<file path="config.mk">
export PLATFORM = sky130hd
export DESIGN_NAME = dual_timer_counter
export DESIGN_NICKNAME = d
export VERILOG_FILES = /design/src/hdl/dual_timer_counter_pkg.sv /design/src/hdl/dual_timer_counter.sv /design/src/hdl/timer_count_unit.sv
export SDC_FILE = /design/constraint.sdc
export NUM_CORES = 1
export LEC_CHECK = 0
export BUFFER_PORTS_ARGS = -buffer_cell sky130_fd_sc_hd__buf_4
export CORE_UTILIZATION = 54
export CTS_CLUSTER_SIZE = 8
export DETAILED_ROUTE_END_ITERATION = 6
export HOLD_SLACK_MARGIN = 0.12
export PLACE_DENSITY = 0.76
export SETUP_SLACK_MARGIN = 0.05
export SKIP_CTS_REPAIR_TIMING = 1
export SLEW_MARGIN = 10
export SYNTH_ARGS = -nofsm -noshare
export SYNTH_HDL_FRONTEND = slang
export SYNTH_HIERARCHICAL = 1
export SYNTH_SLANG_ARGS = --single-unit
</file>
<file path="constraint.sdc">
create_clock -name clk -period 2.4 [get_ports clk]
set_input_delay 0.24 -clock clk [delete_from_list [all_inputs] [get_ports clk]]
set_output_delay 0.24 -clock clk [all_outputs]
set_load 0.02 [all_outputs]
</file>
<file path="src/hdl/dual_timer_counter_pkg.sv">
// constants shared by the dual timer/counter block
// assumes: special function register access by 8-bit address, processor clock 20 MHz
package dual_timer_counter_pkg;
   localparam logic [7:0] TIMER_CONTROL_FLAGS_ADDR = 8'h88;
   localparam logic [7:0] TIMER_MODE_SELECT_ADDR = 8'h89;
   localparam logic [7:0] TIMER0_LOW_BYTE_ADDR = 8'h8A;
   localparam logic [7:0] TIMER1_LOW_BYTE_ADDR = 8'h8B;
   localparam logic [7:0] TIMER0_HIGH_BYTE_ADDR = 8'h8C;
   localparam logic [7:0] TIMER1_HIGH_BYTE_ADDR = 8'h8D;
   // control/flag register bit positions
   localparam int T1_OVF_BIT = 7;
   localparam int T1_RUN_BIT = 6;
   localparam int T0_OVF_BIT = 5;
   localparam int T0_RUN_BIT = 4;
   localparam int IRQ1_FLAG_BIT = 3;
   localparam int IRQ1_TYPE_BIT = 2;
   localparam int IRQ0_FLAG_BIT = 1;
   localparam int IRQ0_TYPE_BIT = 0;
   // mode register bit positions
   localparam int GATE1_BIT = 7;
   localparam int CT1_BIT = 6;
   localparam int MODE1_LSB = 4;
   localparam int GATE0_BIT = 3;
   localparam int CT0_BIT = 2;
   localparam int MODE0_LSB = 0;
   localparam logic [7:0] REG_RESET = 8'h00;
   localparam int CLKS_PER_MACHINE_CYCLE = 12;
   localparam logic [3:0] PHASE_LAST = 4'(CLKS_PER_MACHINE_CYCLE - 1);
   typedef enum logic [1:0]
   {
      MODE_13BIT = 2'h0,
      MODE_16BIT = 2'h1,
      MODE_RELOAD8 = 2'h2,
      MODE_SPLIT = 2'h3
   } mode_t;
endpackage : dual_timer_counter_pkg

</file>
<file path="src/hdl/dual_timer_counter.sv">
// dual 16-bit timer/counter with external interrupt flags and control registers
// assumes: processor core reaches registers by 8-bit address with read/write strobes;
// pins and interrupt inputs are asynchronous to clk
`timescale 1ns/1ps
module dual_timer_counter
   import dual_timer_counter_pkg::*;
(
   input wire logic clk,
   input wire logic sys_rst,
   input wire logic [7:0] sfr_addr,
   input wire logic sfr_wr,
   input wire logic sfr_rd,
   input wire logic [7:0] sfr_wdata,
   output logic [7:0] sfr_rdata,
   input wire logic timer0_pin,
   input wire logic timer1_pin,
   input wire logic ext_irq0_input,
   input wire logic ext_irq1_input,
   input wire logic ext_irq0_ack,
   input wire logic ext_irq1_ack,
   input wire logic timer0_ack,
   input wire logic timer1_ack,
   output logic ext_irq0_req,
   output logic ext_irq1_req,
   output logic timer0_overflow_flag,
   output logic timer1_overflow_flag
);
   import dual_timer_counter_pkg::*;

   logic [7:0] timer_control_flags_q;
   logic [7:0] timer_mode_select_q;
   logic [3:0] phase_q;
   logic mc_tick;
   logic [3:0] pin_sync1_q;
   logic [3:0] pin_sync2_q;
   logic [3:0] pin_prev_q;
   logic [3:0] pin_fall_q;
   logic t0_inc;
   logic t1_inc;
   logic t0_hi_inc;
   logic t0_low_ovf;
   logic t0_high_ovf;
   logic t1_low_ovf;
   logic [7:0] t0_low;
   logic [7:0] t0_high;
   logic [7:0] t1_low;
   logic [7:0] t1_high;
   logic wr_ctl;
   logic wr_mode;

   ////////////////////////////////////////////////////////////////////////////
   // machine cycle divider
   always_ff @(posedge clk)
   begin
      if (sys_rst)
         phase_q <= 4'h0;
      else if (phase_q == PHASE_LAST)
         phase_q <= 4'h0;
      else
         phase_q <= phase_q + 4'h1;
   end
   assign mc_tick = (phase_q == PHASE_LAST);

   ////////////////////////////////////////////////////////////////////////////
   // synchronise pins: [0]=t0 pin, [1]=t1 pin, [2]=irq0, [3]=irq1
   always_ff @(posedge clk)
   begin
      if (sys_rst)
      begin
         pin_sync1_q <= 4'hF;
         pin_sync2_q <= 4'hF;
      end
      else
      begin
         pin_sync1_q <= {ext_irq1_input, ext_irq0_input, timer1_pin, timer0_pin};
         pin_sync2_q <= pin_sync1_q;
      end
   end

   // sample once per machine cycle; a fall is seen one machine cycle later,
   // so a 1-to-0 event costs two machine cycles and caps the count rate
   always_ff @(posedge clk)
   begin
      if (sys_rst)
      begin
         pin_prev_q <= 4'hF;
         pin_fall_q <= 4'h0;
      end
      else if (mc_tick)
      begin
         pin_prev_q <= pin_sync2_q;
         pin_fall_q <= pin_prev_q & ~pin_sync2_q;
      end
      else
         pin_fall_q <= 4'h0;
   end

   ////////////////////////////////////////////////////////////////////////////
   // count enables; gate bit combined with counter select picks pin events
   // tick passed as an argument so the assigns re-evaluate on every tick
   function automatic logic count_pulse(input logic run, input logic gate, input logic ct,
                                        input logic fall, input logic tick);
      if (!run)
         count_pulse = 1'b0;
      else if (gate || ct)
         count_pulse = fall;
      else
         count_pulse = tick;
   endfunction : count_pulse

   assign t0_inc = count_pulse(timer_control_flags_q[T0_RUN_BIT],
                               timer_mode_select_q[GATE0_BIT],
                               timer_mode_select_q[CT0_BIT], pin_fall_q[0], mc_tick);
   assign t1_inc = count_pulse(timer_control_flags_q[T1_RUN_BIT],
                               timer_mode_select_q[GATE1_BIT],
                               timer_mode_select_q[CT1_BIT], pin_fall_q[1], mc_tick);
   // split high byte times machine cycles under timer 1 run only
   assign t0_hi_inc = timer_control_flags_q[T1_RUN_BIT] && mc_tick;

   ////////////////////////////////////////////////////////////////////////////
   // counters; timer 1 mode 3 holds (firmware keeps to legal pairs)
   timer_count_unit u_timer0 (
      .clk(clk),
      .sys_rst(sys_rst),
      .mode(timer_mode_select_q[MODE0_LSB +: 2]),
      .is_timer0(1'b1),
      .low_inc(t0_inc),
      .high_inc(t0_hi_inc),
      .wr_low(sfr_wr && sfr_addr == TIMER0_LOW_BYTE_ADDR),
      .wr_high(sfr_wr && sfr_addr == TIMER0_HIGH_BYTE_ADDR),
      .wr_data(sfr_wdata),
      .low_byte_q(t0_low),
      .high_byte_q(t0_high),
      .low_ovf(t0_low_ovf),
      .high_ovf(t0_high_ovf)
   );

   timer_count_unit u_timer1 (
      .clk(clk),
      .sys_rst(sys_rst),
      .mode(timer_mode_select_q[MODE1_LSB +: 2]),
      .is_timer0(1'b0),
      .low_inc(t1_inc),
      .high_inc(1'b0),
      .wr_low(sfr_wr && sfr_addr == TIMER1_LOW_BYTE_ADDR),
      .wr_high(sfr_wr && sfr_addr == TIMER1_HIGH_BYTE_ADDR),
      .wr_data(sfr_wdata),
      .low_byte_q(t1_low),
      .high_byte_q(t1_high),
      .low_ovf(t1_low_ovf),
      .high_ovf()
   );

   ////////////////////////////////////////////////////////////////////////////
   // mode register; no watchdog bits live here
   assign wr_mode = sfr_wr && sfr_addr == TIMER_MODE_SELECT_ADDR;
   assign wr_ctl = sfr_wr && sfr_addr == TIMER_CONTROL_FLAGS_ADDR;
   always_ff @(posedge clk)
   begin
      if (sys_rst)
         timer_mode_select_q <= REG_RESET;
      else if (wr_mode)
         timer_mode_select_q <= sfr_wdata;
   end

   ////////////////////////////////////////////////////////////////////////////
   // control/flag register: hardware set beats software or acknowledge clear
   always_ff @(posedge clk)
   begin
      if (sys_rst)
         timer_control_flags_q <= REG_RESET;
      else
      begin
         if (wr_ctl)
            timer_control_flags_q <= sfr_wdata;
         else
         begin
            if (timer1_ack)
               timer_control_flags_q[T1_OVF_BIT] <= 1'b0;
            if (timer0_ack)
               timer_control_flags_q[T0_OVF_BIT] <= 1'b0;
            if (ext_irq1_ack)
               timer_control_flags_q[IRQ1_FLAG_BIT] <= 1'b0;
            if (ext_irq0_ack)
               timer_control_flags_q[IRQ0_FLAG_BIT] <= 1'b0;
         end
         if (t1_low_ovf || t0_high_ovf)
            timer_control_flags_q[T1_OVF_BIT] <= 1'b1;
         if (t0_low_ovf)
            timer_control_flags_q[T0_OVF_BIT] <= 1'b1;
         // edge flags record falls only in edge mode
         if (pin_fall_q[3] && timer_control_flags_q[IRQ1_TYPE_BIT])
            timer_control_flags_q[IRQ1_FLAG_BIT] <= 1'b1;
         if (pin_fall_q[2] && timer_control_flags_q[IRQ0_TYPE_BIT])
            timer_control_flags_q[IRQ0_FLAG_BIT] <= 1'b1;
      end
   end

   ////////////////////////////////////////////////////////////////////////////
   // requests and flags out, all registered
   always_ff @(posedge clk)
   begin
      if (sys_rst)
      begin
         ext_irq0_req <= 1'b0;
         ext_irq1_req <= 1'b0;
         timer0_overflow_flag <= 1'b0;
         timer1_overflow_flag <= 1'b0;
      end
      else
      begin
         // type 1: edge flag; type 0: low level on synchronised input
         ext_irq0_req <= timer_control_flags_q[IRQ0_TYPE_BIT]
                         ? timer_control_flags_q[IRQ0_FLAG_BIT]
                         : ~pin_sync2_q[2];
         ext_irq1_req <= timer_control_flags_q[IRQ1_TYPE_BIT]
                         ? timer_control_flags_q[IRQ1_FLAG_BIT]
                         : ~pin_sync2_q[3];
         timer0_overflow_flag <= timer_control_flags_q[T0_OVF_BIT];
         timer1_overflow_flag <= timer_control_flags_q[T1_OVF_BIT];
      end
   end

   ////////////////////////////////////////////////////////////////////////////
   // read data registered one cycle after sfr_rd; unmapped reads zero
   always_ff @(posedge clk)
   begin
      if (sys_rst)
         sfr_rdata <= 8'h00;
      else if (sfr_rd)
      begin
         case (sfr_addr)
            TIMER_CONTROL_FLAGS_ADDR: sfr_rdata <= timer_control_flags_q;
            TIMER_MODE_SELECT_ADDR: sfr_rdata <= timer_mode_select_q;
            TIMER0_LOW_BYTE_ADDR: sfr_rdata <= t0_low;
            TIMER1_LOW_BYTE_ADDR: sfr_rdata <= t1_low;
            TIMER0_HIGH_BYTE_ADDR: sfr_rdata <= t0_high;
            TIMER1_HIGH_BYTE_ADDR: sfr_rdata <= t1_high;
            default: sfr_rdata <= 8'h00;
         endcase
      end
   end
endmodule : dual_timer_counter

</file>
<file path="src/hdl/timer_count_unit.sv">
// one timer/counter: low and high count bytes and their mode logic
// assumes: increment enables arrive as one-cycle pulses from the parent
`timescale 1ns/1ps
module timer_count_unit
   import dual_timer_counter_pkg::*;
(
   input wire logic clk,
   input wire logic sys_rst,
   input wire logic [1:0] mode,
   input wire logic is_timer0,
   input wire logic low_inc,
   input wire logic high_inc,
   input wire logic wr_low,
   input wire logic wr_high,
   input wire logic [7:0] wr_data,
   output logic [7:0] low_byte_q,
   output logic [7:0] high_byte_q,
   output logic low_ovf,
   output logic high_ovf
);
   logic [8:0] low_sum;
   logic [8:0] high_sum;
   logic [5:0] low5_sum;
   assign low_sum = {1'b0, low_byte_q} + 9'h001;
   assign high_sum = {1'b0, high_byte_q} + 9'h001;
   assign low5_sum = {1'b0, low_byte_q[4:0]} + 6'h01;

   ////////////////////////////////////////////////////////////////////////////
   // overflow pulses per mode
   always_comb
   begin
      low_ovf = 1'b0;
      high_ovf = 1'b0;
      case (mode_t'(mode))
         MODE_13BIT: low_ovf = low_inc && low5_sum[5] && high_sum[8];
         MODE_16BIT: low_ovf = low_inc && low_sum[8] && high_sum[8];
         MODE_RELOAD8: low_ovf = low_inc && low_sum[8];
         MODE_SPLIT:
         begin
            // timer 1 simply holds in this mode
            low_ovf = is_timer0 && low_inc && low_sum[8];
            high_ovf = is_timer0 && high_inc && high_sum[8];
         end
         default: low_ovf = 1'b0;
      endcase
   end

   ////////////////////////////////////////////////////////////////////////////
   // low byte; software write wins over a count in the same cycle
   always_ff @(posedge clk)
   begin
      if (sys_rst)
         low_byte_q <= REG_RESET;
      else if (wr_low)
         low_byte_q <= wr_data;
      else if (low_inc)
      begin
         case (mode_t'(mode))
            MODE_13BIT: low_byte_q <= {3'h0, low5_sum[4:0]};
            MODE_16BIT: low_byte_q <= low_sum[7:0];
            MODE_RELOAD8: low_byte_q <= low_sum[8] ? high_byte_q : low_sum[7:0];
            MODE_SPLIT: low_byte_q <= is_timer0 ? low_sum[7:0] : low_byte_q;
            default: low_byte_q <= low_byte_q;
         endcase
      end
   end

   ////////////////////////////////////////////////////////////////////////////
   // high byte
   always_ff @(posedge clk)
   begin
      if (sys_rst)
         high_byte_q <= REG_RESET;
      else if (wr_high)
         high_byte_q <= wr_data;
      else if (mode_t'(mode) == MODE_SPLIT)
      begin
         if (is_timer0 && high_inc)
            high_byte_q <= high_sum[7:0];
      end
      else if (low_inc)
      begin
         if (mode_t'(mode) == MODE_13BIT && low5_sum[5])
            high_byte_q <= high_sum[7:0];
         else if (mode_t'(mode) == MODE_16BIT && low_sum[8])
            high_byte_q <= high_sum[7:0];
      end
   end
endmodule : timer_count_unit

</file>
Word-level counts from Yosys, hierarchy flattened. Index checks and enable logic that the tools add are counted. Widths: inputs -> output; s select.

RAM bits: 0. Output and inout bits: 12. Memory bits (read-only): 0. Register bits after elaboration: 80. Word-level logic and storage cells: 133. Memories kept: 0. Latch bits: 0. Bits of input ports: 28.

$lt $le $gt $ge: 0. Eq/ne operators: 16. Reductions and logical operators: 44. Shift-type cells: 0. Multipliers: 0. Mux-type cells: 41. Bitwise operators: 5. Add/sub/neg operators: 7. Div/mod/pow operators: 0.

Operator list (number): $mux 8 (17); $eq 8x8->1 const B (6); $pmux 8 s3 (2); $pmux 8 s6 (1); $add 8x1->9 const B (4); $logic_and 1x1->1 (22); $mux 1 (19); $reduce_bool 3->1 (6); $add 5x1->6 const B (2); $eq 2x2->1 const B (4); $reduce_or 2->1 (4); $reduce_and 3->1 (2); $reduce_bool 2->1 (3); $add 4x1->4 const B (1); $and 4x4->4 (1); $eq 2x1->1 const B (2); $eq 4x4->1 const B (1); $logic_not 2->1 (2); $ne 2x1->1 const B (2); $not 4->4 (1); $pmux 1 s4 (1); $reduce_bool 4->1 (1); $logic_or 1x1->1 (3); $ne 3x2->1 const B (1); 3 further kinds (5).

Longest topological paths before layout. Gate-level depths: netlist of the first run.

Word-level depth: 8. Depth in mapped cells: 11. Gate-level depth less buffers: 9.

Hierarchy. Netlist of the first run, hierarchy kept.

Modules (own cells, without submodules): timer_count_unit (cells each 170, area each 1276.2 sq um, instances 2, sequential area each 320.3 sq um); dual_timer_counter (cells each 238, area each 2258.4 sq um, instances 1, sequential area each 960.9 sq um).

Worst setup path after synthesis of the first run. Ideal clock, no wire load.

Path kind: reg2reg. From: register phase_q[0]. To: register u_timer1.high_byte_q[6]. Arrival: 2.167 ns. Buffers on the path: 2. Clock period less this slack: 2.307 ns. Cell stages (with the launch flop): 11. Data required time: 2.260 ns. Path slack: 0.093 ns. Library setup time: 0.140 ns. Cell sequence: dfxtp_1 ha_1 nand3b_1 buf_2 o31ai_1 and2_1 nor2b_1 a21bo_1 buf_6 a2111oi_0 a2111oi_1.

Word-level cells in the longest chain between the ends: 5.

RTL lines: start: declaration (line dual_timer_counter.sv:32) `logic [3:0] phase_q;`; start signal: assignment (line dual_timer_counter.sv:60) `phase_q <= phase_q + 4'h1;`; $eq 4x4->1 (line dual_timer_counter.sv:62) `assign mc_tick = (phase_q == PHASE_LAST);`; $mux 1 (line dual_timer_counter.sv:105) `else if (gate || ct)`; $mux 1 (line dual_timer_counter.sv:103) `if (!run)`; via t1_inc (line dual_timer_counter.sv:39) `logic t1_inc;`; $reduce_bool 2->1 (no source line); $reduce_and 3->1 (no source line); end signal: assignment (line timer_count_unit.sv:75) `high_byte_q <= wr_data;`; end signal: assignment (line timer_count_unit.sv:79) `high_byte_q <= high_sum[7:0];`; end signal: assignment (line timer_count_unit.sv:84) `high_byte_q <= high_sum[7:0];`; end: declaration (line timer_count_unit.sv:17) `output logic [7:0] high_byte_q,`.

The timed path passes the listed nets, and every way through them passes these cells. A chain may end at the register's enable or synchronous reset.

Worst setup path in the final report of the first run.
From: register phase_q[0]. To: register u_timer0.high_byte_q[6].

Word-level cells in the longest chain between the ends: 5. Elaborated cells between the ends (all ways): 7. Classes of those cells: eq/ne (2); mux (2); reduce/logical (3).

RTL lines: $eq 4x4->1 (line dual_timer_counter.sv:62); $mux 1 (line dual_timer_counter.sv:105); $mux 1 (line dual_timer_counter.sv:103); via t0_inc (line dual_timer_counter.sv:38) `logic t0_inc;`; $reduce_bool 3->1 (no source line); $reduce_and 3->1 (no source line); end signal: assignment (line timer_count_unit.sv:75); end signal: assignment (line timer_count_unit.sv:79); end signal: assignment (line timer_count_unit.sv:84); end: declaration (line timer_count_unit.sv:17).

The timed path passes the listed nets, and every way through them passes these cells.

==> results.sh, run 1 <==
export IMPL_track_usage=0.3024
export IMPL_drc=0
export IMPL_grt_pass1_vias=4133
export IMPL_peakVddDrop_v=0.0003655
export IMPL_die_w_um=96.35
export IMPL_setup_viol=0
export IMPL_whs_ns=0.1948
export IMPL_skew_ns=0.01099
export IMPL_path_class="register to register"
export IMPL_finalSetupTns_ns=0
export IMPL_drv_slew=0
export IMPL_cts_buffers=9
export IMPL_finalHoldViolCount=0
export IMPL_cts_buffer_depth=2
export IMPL_fin_ws_ns=0.1190
export IMPL_max_slew_margin=0.5106
export IMPL_numPlacedInstances=696
export IMPL_cp_required_ns=2.64
export IMPL_cts_tree="yes"
export IMPL_rsz0062_at_grt="false"
export IMPL_routabilityCongestion=0.9415
export IMPL_drt_iter0_markers=422
export IMPL_min_path_type="input port to register"
export IMPL_antenna_found_initial=0
export IMPL_port_buffers=39
export IMPL_h_tree_depth=3
export IMPL_clk_pin_slew_ns=0.10
export IMPL_netlist_instances=577
export IMPL_core_area_mm2=0.008678
export IMPL_routed_wl_um=13640
export IMPL_pre_cts_slack_ns=0.007063
export IMPL_fin_crit_sh=0.9504
export IMPL_cp_end_kind="register"
export IMPL_syn_to_final_growth_pct=13.12
export IMPL_cellPowerDensity_mw_per_mm2=499.5
export IMPL_drtPass1Iterations=7
export IMPL_n_antenna_cell=0
export IMPL_syn_area_mm2=0.004807
export IMPL_pin_count=40
export IMPL_yosysWarnings=6
export IMPL_grt_max_degree=39
export IMPL_fin_nets=636
export IMPL_cts_sinks=80
export IMPL_die_area_mm2=0.009283
export IMPL_fmax_mhz=438.4
export IMPL_syn_avg_cell_area_um2=8.331
export IMPL_overflow=0
export IMPL_worst_ep_arrival_time_ns=2.52
export IMPL_cts_root_buf="clkbuf_8"
export IMPL_wl_per_cell_um=19.06
export IMPL_cp_max_fo=10
export IMPL_dp_hpwl_um=9538
export IMPL_drive_gt1_frac=0.2237
export IMPL_status="completed"
export IMPL_clk_latency_ns=0.37
export IMPL_fillers=755
export IMPL_p_leak_nw=2.090
export IMPL_final_cells=716
export IMPL_fp_dieH_um=96.35
export IMPL_initial_core_util=0.5539
export IMPL_viasPerCell=6.624
export IMPL_antenna_left=0
export IMPL_row_count=34
export IMPL_drv_cap=0
export IMPL_vias=4743
export IMPL_grt_pass1_wl_um=21090
export IMPL_min_period_ns=2.281
export IMPL_worstMarginPinSlew_ns=0.7296
export IMPL_cp_start_kind="register"
metal layers:
layer / wire length, um / global-route usage / up-vias
met4: 532 / 0.1605 / 0
met2: 6237 / 0.4734 / 308
met3: 1301 / 0.04976 / 51
met5: 0 / 0 / -
li1: - / - / 2179
met1: 5574 / 0.3972 / 2205
critical path, cell delays in order (launching register included):
cell,delay (ns)
dfxtp_2,0.36
ha_1,0.17
nand3b_1,0.14
o31ai_2,0.28
and2_4,0.19
nor2b_2,0.19
a21bo_4,0.29
a2111oi_0,0.42
a2111oi_1,0.11
cell usage in the layout, fill, tap and decap left out, types with 6 or more instances in the layout:
| master | count |
|---|---|
| a31oi_1 | 6 |
| nor3_1 | 18 |
| or2_2 | 10 |
| and2_1 | 7 |
| o21ai_0 | 14 |
| clkbuf_8 | 9 |
| a2111oi_0 | 12 |
| buf_4 | 53 |
| nor2b_1 | 9 |
| nor4b_1 | 6 |
| dfxtp_1 | 78 |
| nand3_1 | 19 |
| o21bai_1 | 8 |
| a211oi_1 | 9 |
| a21oi_1 | 36 |
| mux2i_1 | 20 |
| nand4_1 | 13 |
| inv_1 | 24 |
| o31ai_1 | 7 |
| nor2_1 | 33 |
| nand2_1 | 53 |
| a222oi_1 | 8 |
| mux2_2 | 24 |
| conb_1 | 8 |
| and3_1 | 18 |
stage by stage:
step                power (mW)  cell area, um2  utilization
global route             2.806            5438       0.6266
CTS                      2.721            5354       0.6169
floorplan                1.476            4830            -
finish                   2.716            5438       0.6266
global placement         1.555            5124       0.5904
detailed placement       1.560            5124       0.5904
final timing paths:
kind | from | end | slack [ns] | cells after the start
setup / recovery | phase_q[0] | u_timer0/high_byte_q[6] | 0.12 | 8
hold / removal | sfr_wdata[4] | u_timer1/low_byte_q[4] | 0.19 | 3
setup reg to reg | phase_q[0] | u_timer0/high_byte_q[6] | 0.12 | 8
hold reg to reg | pin_sync1_q[3] | pin_sync2_q[3] | 0.42 | 1
sequential cells by signal (all words and copies together), names as in the netlist, 4 cells and up:
name                   flops
phase_q                    4
pin_fall_q                 4
pin_prev_q                 4
pin_sync1_q                4
pin_sync2_q                4
sfr_rdata                  8
timer_control_flags_q      8
timer_mode_select_q        8
u_timer0/high_byte_q       8
u_timer0/low_byte_q        8
u_timer1/high_byte_q       8
u_timer1/low_byte_q        8
where the power goes:
part           switching, mW  internal [mW]
combinational          0.104         0.0797
sequential            0.0139           1.34
clock                  0.568          0.608
final cells by class:
type	count	area (um2)	share of cell area
Timing Repair Buffer	58	457.9	0.08422
Tap cell	108	135.1	0.02485
Clock inverter	7	106.4	0.01956
Multi-Input combinational cell	429	2917	0.5364
Inverter	25	93.84	0.01726
Clock buffer	9	123.9	0.02278
Sequential cell	80	1604	0.2950
(Power assumes the default switching activity.)
==> run 2: changes to the inputs <==
--- a/config.mk
+++ b/config.mk
@@ -5,6 +5,7 @@
 export SDC_FILE = /design/constraint.sdc
 export NUM_CORES = 1
 export LEC_CHECK = 0
+export ABC_AREA = 1
 export BUFFER_PORTS_ARGS = -buffer_cell sky130_fd_sc_hd__buf_4
 export CORE_UTILIZATION = 54
 export CTS_CLUSTER_SIZE = 8
==> run 2 against run 1 <==
Sequential power about the same. Largest power group unchanged. Critical path depth increased by 5. Highest routed layer unchanged. Utilization increased by 2.0 points. Worst setup slack gained 0.12 ns. Combinational power is 14% lower.
==> results.sh, run 2 <==
export IMPL_worstPathBufferInverterCount=4
export IMPL_overflow=0
export IMPL_dp_hpwl_um=9080
export IMPL_syn_to_final_growth_pct=15.47
export IMPL_pre_cts_slack_ns=0.1747
export IMPL_crit_chain="ha_1 -> inv_1 -> nor3_1 -> inv_1 -> a311oi_2 -> o21ai_1 -> inv_1 -> nand2_1 -> a21oi_1 -> nor2_1 -> nand3_1 -> nand2_1 -> inv_1"
export IMPL_cts_buffers=9
export IMPL_finalSetupTns_ns=0
export IMPL_numPlacedInstances=831
export IMPL_row_count=33
export IMPL_cts_sinks=80
export IMPL_n_antenna_cell=0
export IMPL_cp_required_ns=2.69
export IMPL_wl_per_cell_um=14.98
export IMPL_fin_crit_sh=0.9012
export IMPL_netlist_instances=696
export IMPL_drv_slew=0
export IMPL_drt_iter0_markers=314
export IMPL_grt_pass1_vias=4192
export IMPL_syn_area_mm2=0.004601
export IMPL_setup_viol=0
export IMPL_die_w_um=94.30
export IMPL_cp_start_kind="register"
export IMPL_cts_buffer_depth=2
export IMPL_cp_end_kind="register"
export IMPL_max_slew_margin=0.6308
export IMPL_die_area_mm2=0.008892
export IMPL_final_cells=851
export IMPL_min_period_ns=2.163
export IMPL_fp_dieH_um=94.30
export IMPL_routed_wl_um=12740
export IMPL_drtPass1Iterations=5
export IMPL_antenna_left=0
export IMPL_drc=0
export IMPL_finalHoldViolCount=0
export IMPL_whs_ns=0.1438
export IMPL_clk_latency_ns=0.35
export IMPL_routabilityCongestion=0.9704
export IMPL_cts_root_buf="clkbuf_8"
export IMPL_placed_area_mm2=0.004996
export IMPL_grt_pass1_wl_um=20270
export IMPL_status="completed"
export IMPL_viasPerCell=5.557
export IMPL_syn_avg_cell_area_um2=6.610
export IMPL_cpMostUsedCell="inv_1"
export IMPL_clk_pin_slew_ns=0.09
export IMPL_core_area_mm2=0.008217
export IMPL_antenna_found_initial=0
export IMPL_pin_count=40
export IMPL_p_leak_nw=2.233
export IMPL_yosysWarnings=6
export IMPL_critPathTopFamily="compound AO/OA/AOI/OAI gates"
export IMPL_final_common_cell="nand2_1"
export IMPL_track_usage=0.2970
export IMPL_fin_ws_ns=0.2371
export IMPL_rsz0062_at_grt="false"
export IMPL_critPathSlowestCell="dfxtp_1"
export IMPL_final_cell_mix="nand2_1 (156), dfxtp_1 (80), nor2_1 (74)"
export IMPL_drive_gt1_frac=0.1515
export IMPL_grt_max_degree=45
export IMPL_path_class="register to register"
export IMPL_cts_tree="yes"
export IMPL_cp_max_fo=4
export IMPL_port_buffers=39
export IMPL_skew_ns=0.01272
export IMPL_worstMarginPinSlew_ns=0.5492
export IMPL_initial_core_util=0.5599
export IMPL_worst_ep_arrival_time_ns=2.46
export IMPL_drv_cap=0
export IMPL_fin_nets=774
export IMPL_h_tree_depth=3
export IMPL_fmax_mhz=462.3
export IMPL_min_path_type="input port to register"
export IMPL_vias=4729
export IMPL_final_area_mm2=0.005313
export IMPL_cellPowerDensity_mw_per_mm2=521.2
export IMPL_max_stage_delay_ns=0.37
export IMPL_peakVddDrop_v=0.0003874
run 2: cell type report:
class	instances	area [um2]
clock buffer	9	123.9
clock inverter	7	135.1
fill	742	2904
inverter	75	281.5
multi-input combinational	526	2661
sequential	80	1602
tap	105	131.4
timing repair buffer	49	377.9
run 2: per-stage QoR:
step | util | power, mW
after CTS | 0.6396 | 2.778
final | 0.6466 | 2.769
after global placement | 0.6080 | 1.526
after floorplan | - | 1.451
after detailed placement | 0.6080 | 1.529
after global routing | 0.6466 | 2.855
run 2: final timing paths:
check	start	to	cells after the start	slack, ns
max	phase_q[0]	timer_control_flags_q[7]	13	0.24
min	ext_irq1_ack	timer_control_flags_q[3]	3	0.14
max reg2reg	phase_q[0]	timer_control_flags_q[7]	13	0.24
min reg2reg	pin_sync1_q[3]	pin_sync2_q[3]	1	0.42
run 2: tightest hold or removal path, stage by stage:
cell      delay, ns
buf_4          0.07
nand3b_1       0.09
a21oi_1        0.06
run 2: metal layers:
metal / global-route usage / routed length (um) / up-vias
met5: 0 / 0 / -
met4: 0.1449 / 503 / 0
met3: 0.03803 / 743 / 41
met2: 0.4789 / 5872 / 170
met1: 0.3903 / 5625 / 2140
li1: - / - / 2378
run 2: report_power, final:
part / total, mW / switching (mW) / internal (mW)
sequential: 1.35 / 0.00744 / 1.34
clock: 1.26 / 0.549 / 0.714
combinational: 0.159 / 0.100 / 0.0589
==> run 3: changes to the inputs <==
--- a/config.mk
+++ b/config.mk
@@ -6,7 +6,9 @@
 export NUM_CORES = 1
 export LEC_CHECK = 0
 export ABC_AREA = 1
+export ABC_CLOCK_PERIOD_IN_PS = 2400
 export BUFFER_PORTS_ARGS = -buffer_cell sky130_fd_sc_hd__buf_4
+export CORE_ASPECT_RATIO = 0.6
 export CORE_UTILIZATION = 54
 export CTS_CLUSTER_SIZE = 8
 export DETAILED_ROUTE_END_ITERATION = 6
==> run 3 against run 2 <==
Design area is 0.52% higher. Wire length is 3.9% higher. Die area is 0.14% higher. Flip-flop and latch count stayed put. Combinational power hardly changed.
==> results.sh, run 3 (same netlist as run 2, synthesis figures left out) <==
export IMPL_path_class="register to register"
export IMPL_pin_count=40
export IMPL_cts_tree="yes"
export IMPL_fmax_mhz=468.7
export IMPL_worstMarginPinSlew_ns=0.6717
export IMPL_p_leak_nw=2.239
export IMPL_vias=4750
export IMPL_cp_start_kind="register"
export IMPL_cellPowerDensity_mw_per_mm2=532.8
export IMPL_final_cell_mix="nand2_1 (156), dfxtp_1 (80), nor2_1 (75)"
export IMPL_switching_share=0.2272
export IMPL_die_area_mm2=0.008905
export IMPL_grt_pass1_wl_um=20590
export IMPL_grt_max_degree=45
export IMPL_cp_end_kind="register"
export IMPL_port_buffers=39
export IMPL_worst_ep_arrival_time_ns=2.39
export IMPL_finalHoldViolCount=0
export IMPL_drv_cap=0
export IMPL_cts_sinks=80
export IMPL_fp_dieH_um=73.50
export IMPL_clkPwrFrac=0.470
export IMPL_cts_root_buf="clkbuf_16"
export IMPL_initial_core_util=0.5701
export IMPL_track_usage=0.3074
export IMPL_drv_slew=0
export IMPL_final_common_cell="nand2_1"
export IMPL_fin_nets=774
export IMPL_max_slew_margin=0.5481
export IMPL_syn_to_final_growth_pct=16.07
export IMPL_drt_iter0_markers=505
export IMPL_routed_wl_um=13240
export IMPL_cts_buffer_depth=2
export IMPL_drtPass1Iterations=6
export IMPL_p_seq_frac=0.474
export IMPL_antenna_found_initial=0
export IMPL_grt_pass1_vias=4088
export IMPL_setup_viol=0
export IMPL_routabilityCongestion=0.9395
export IMPL_clk_latency_ns=0.34
export IMPL_n_antenna_cell=0
export IMPL_clk_pin_slew_ns=0.06
export IMPL_wl_per_cell_um=15.53
export IMPL_die_w_um=121.2
export IMPL_cp_required_ns=2.66
export IMPL_row_count=25
export IMPL_drc=0
export IMPL_dp_hpwl_um=9678
export IMPL_internal_power_mw=2.199
export IMPL_power_frac_comb=0.056
export IMPL_switching_power_mw=0.6463
export IMPL_viasPerCell=5.569
export IMPL_core_area_mm2=0.008070
export IMPL_finalSetupTns_ns=0
export IMPL_drive_gt1_frac=0.1477
export IMPL_antenna_left=0
export IMPL_h_tree_depth=3
export IMPL_skew_ns=0.007256
export IMPL_fin_util=0.6617
export IMPL_min_path_type="input port to register"
export IMPL_overflow=0
export IMPL_status="completed"
export IMPL_min_period_ns=2.133
export IMPL_rsz0062_at_grt="false"
export IMPL_fin_crit_sh=0.8890
export IMPL_fillers=703
export IMPL_peakVddDrop_v=0.0003455
export IMPL_cp_max_fo=6
export IMPL_cts_buffers=9
## run 3: cell count changes in the layout (fill, tap and decap cells not counted), sizes merged
cell / before / now
bufinv: 3 / 1
clkbuf: 9 / 10
clkinv: 5 / 6
clkinvlp: 0 / 2
inv: 74 / 71
## run 3: routing by layer
layer,part of all wire,vias up,GRT usage
li1,-,2383,-
met1,0.47,2111,0.4349
met2,0.41,240,0.4527
met3,0.10,16,0.08851
met4,0.013,0,0.08916
met5,0,-,0
## run 3: worst paths after layout
kind,slack (ns),from,end,cells past startpoint
worst max-delay path,0.27,phase_q[0],u_timer1/low_byte_q[0],9
worst min-delay path,0.17,ext_irq1_ack,timer_control_flags_q[3],3
worst max register to register,0.27,phase_q[0],u_timer1/low_byte_q[0],9
worst min register to register,0.41,pin_sync1_q[1],pin_sync2_q[1],1
## run 3: layout make-up
type	instances	area (um2)	share of cell area
clock buffers	10	229.0	0.04288
clock inverters	5	58.81	0.01101
repair buffers	49	377.9	0.07076
well taps	108	135.1	0.02530
inverters	75	281.5	0.05272
flip-flops and latches	80	1602	0.2999
multi-input cells	526	2656	0.4974
## run 3: metrics by stage
| step | hold slack (ns) | setup WS, ns | power [mW] | area (um2) | instances |
|---|---|---|---|---|---|
| 2_1_floorplan | 0.3438 | 0.6702 | 1.451 | 4612 | 699 |
| 3_3_place_gp | 0.3901 | 0.2760 | 1.525 | 5000 | 834 |
| 3_5_place_dp | 0.3972 | 0.1356 | 1.529 | 5000 | 834 |
| 4_1_cts | 0.08131 | 0.1179 | 2.848 | 5288 | 849 |
| 5_1_grt | 0.1803 | 0.06457 | 2.926 | 5340 | 853 |
| 6_report | 0.1749 | 0.2665 | 2.845 | 5340 | 853 |
## run 3: power groups by stage
stage / Combinational, mW / Sequential, mW / Clock (mW)
3_3_place_gp: 0.148 / 1.38 / 0
2_1_floorplan: 0.0750 / 1.38 / 0
4_1_cts: 0.152 / 1.35 / 1.35
5_1_grt: 0.172 / 1.35 / 1.40
3_5_place_dp: 0.151 / 1.38 / 0
6_report: 0.159 / 1.35 / 1.34
## run 3: worst max-delay path, cell delays in order (launching register included)
cell and delay, ns:
dfxtp_1 0.35, ha_1 0.19, inv_1 0.04, nor3_1 0.20
inv_1 0.16, a311oi_1 0.28, o21ai_1 0.13, nor2_1 0.37
o211ai_1 0.16, a21oi_1 0.18
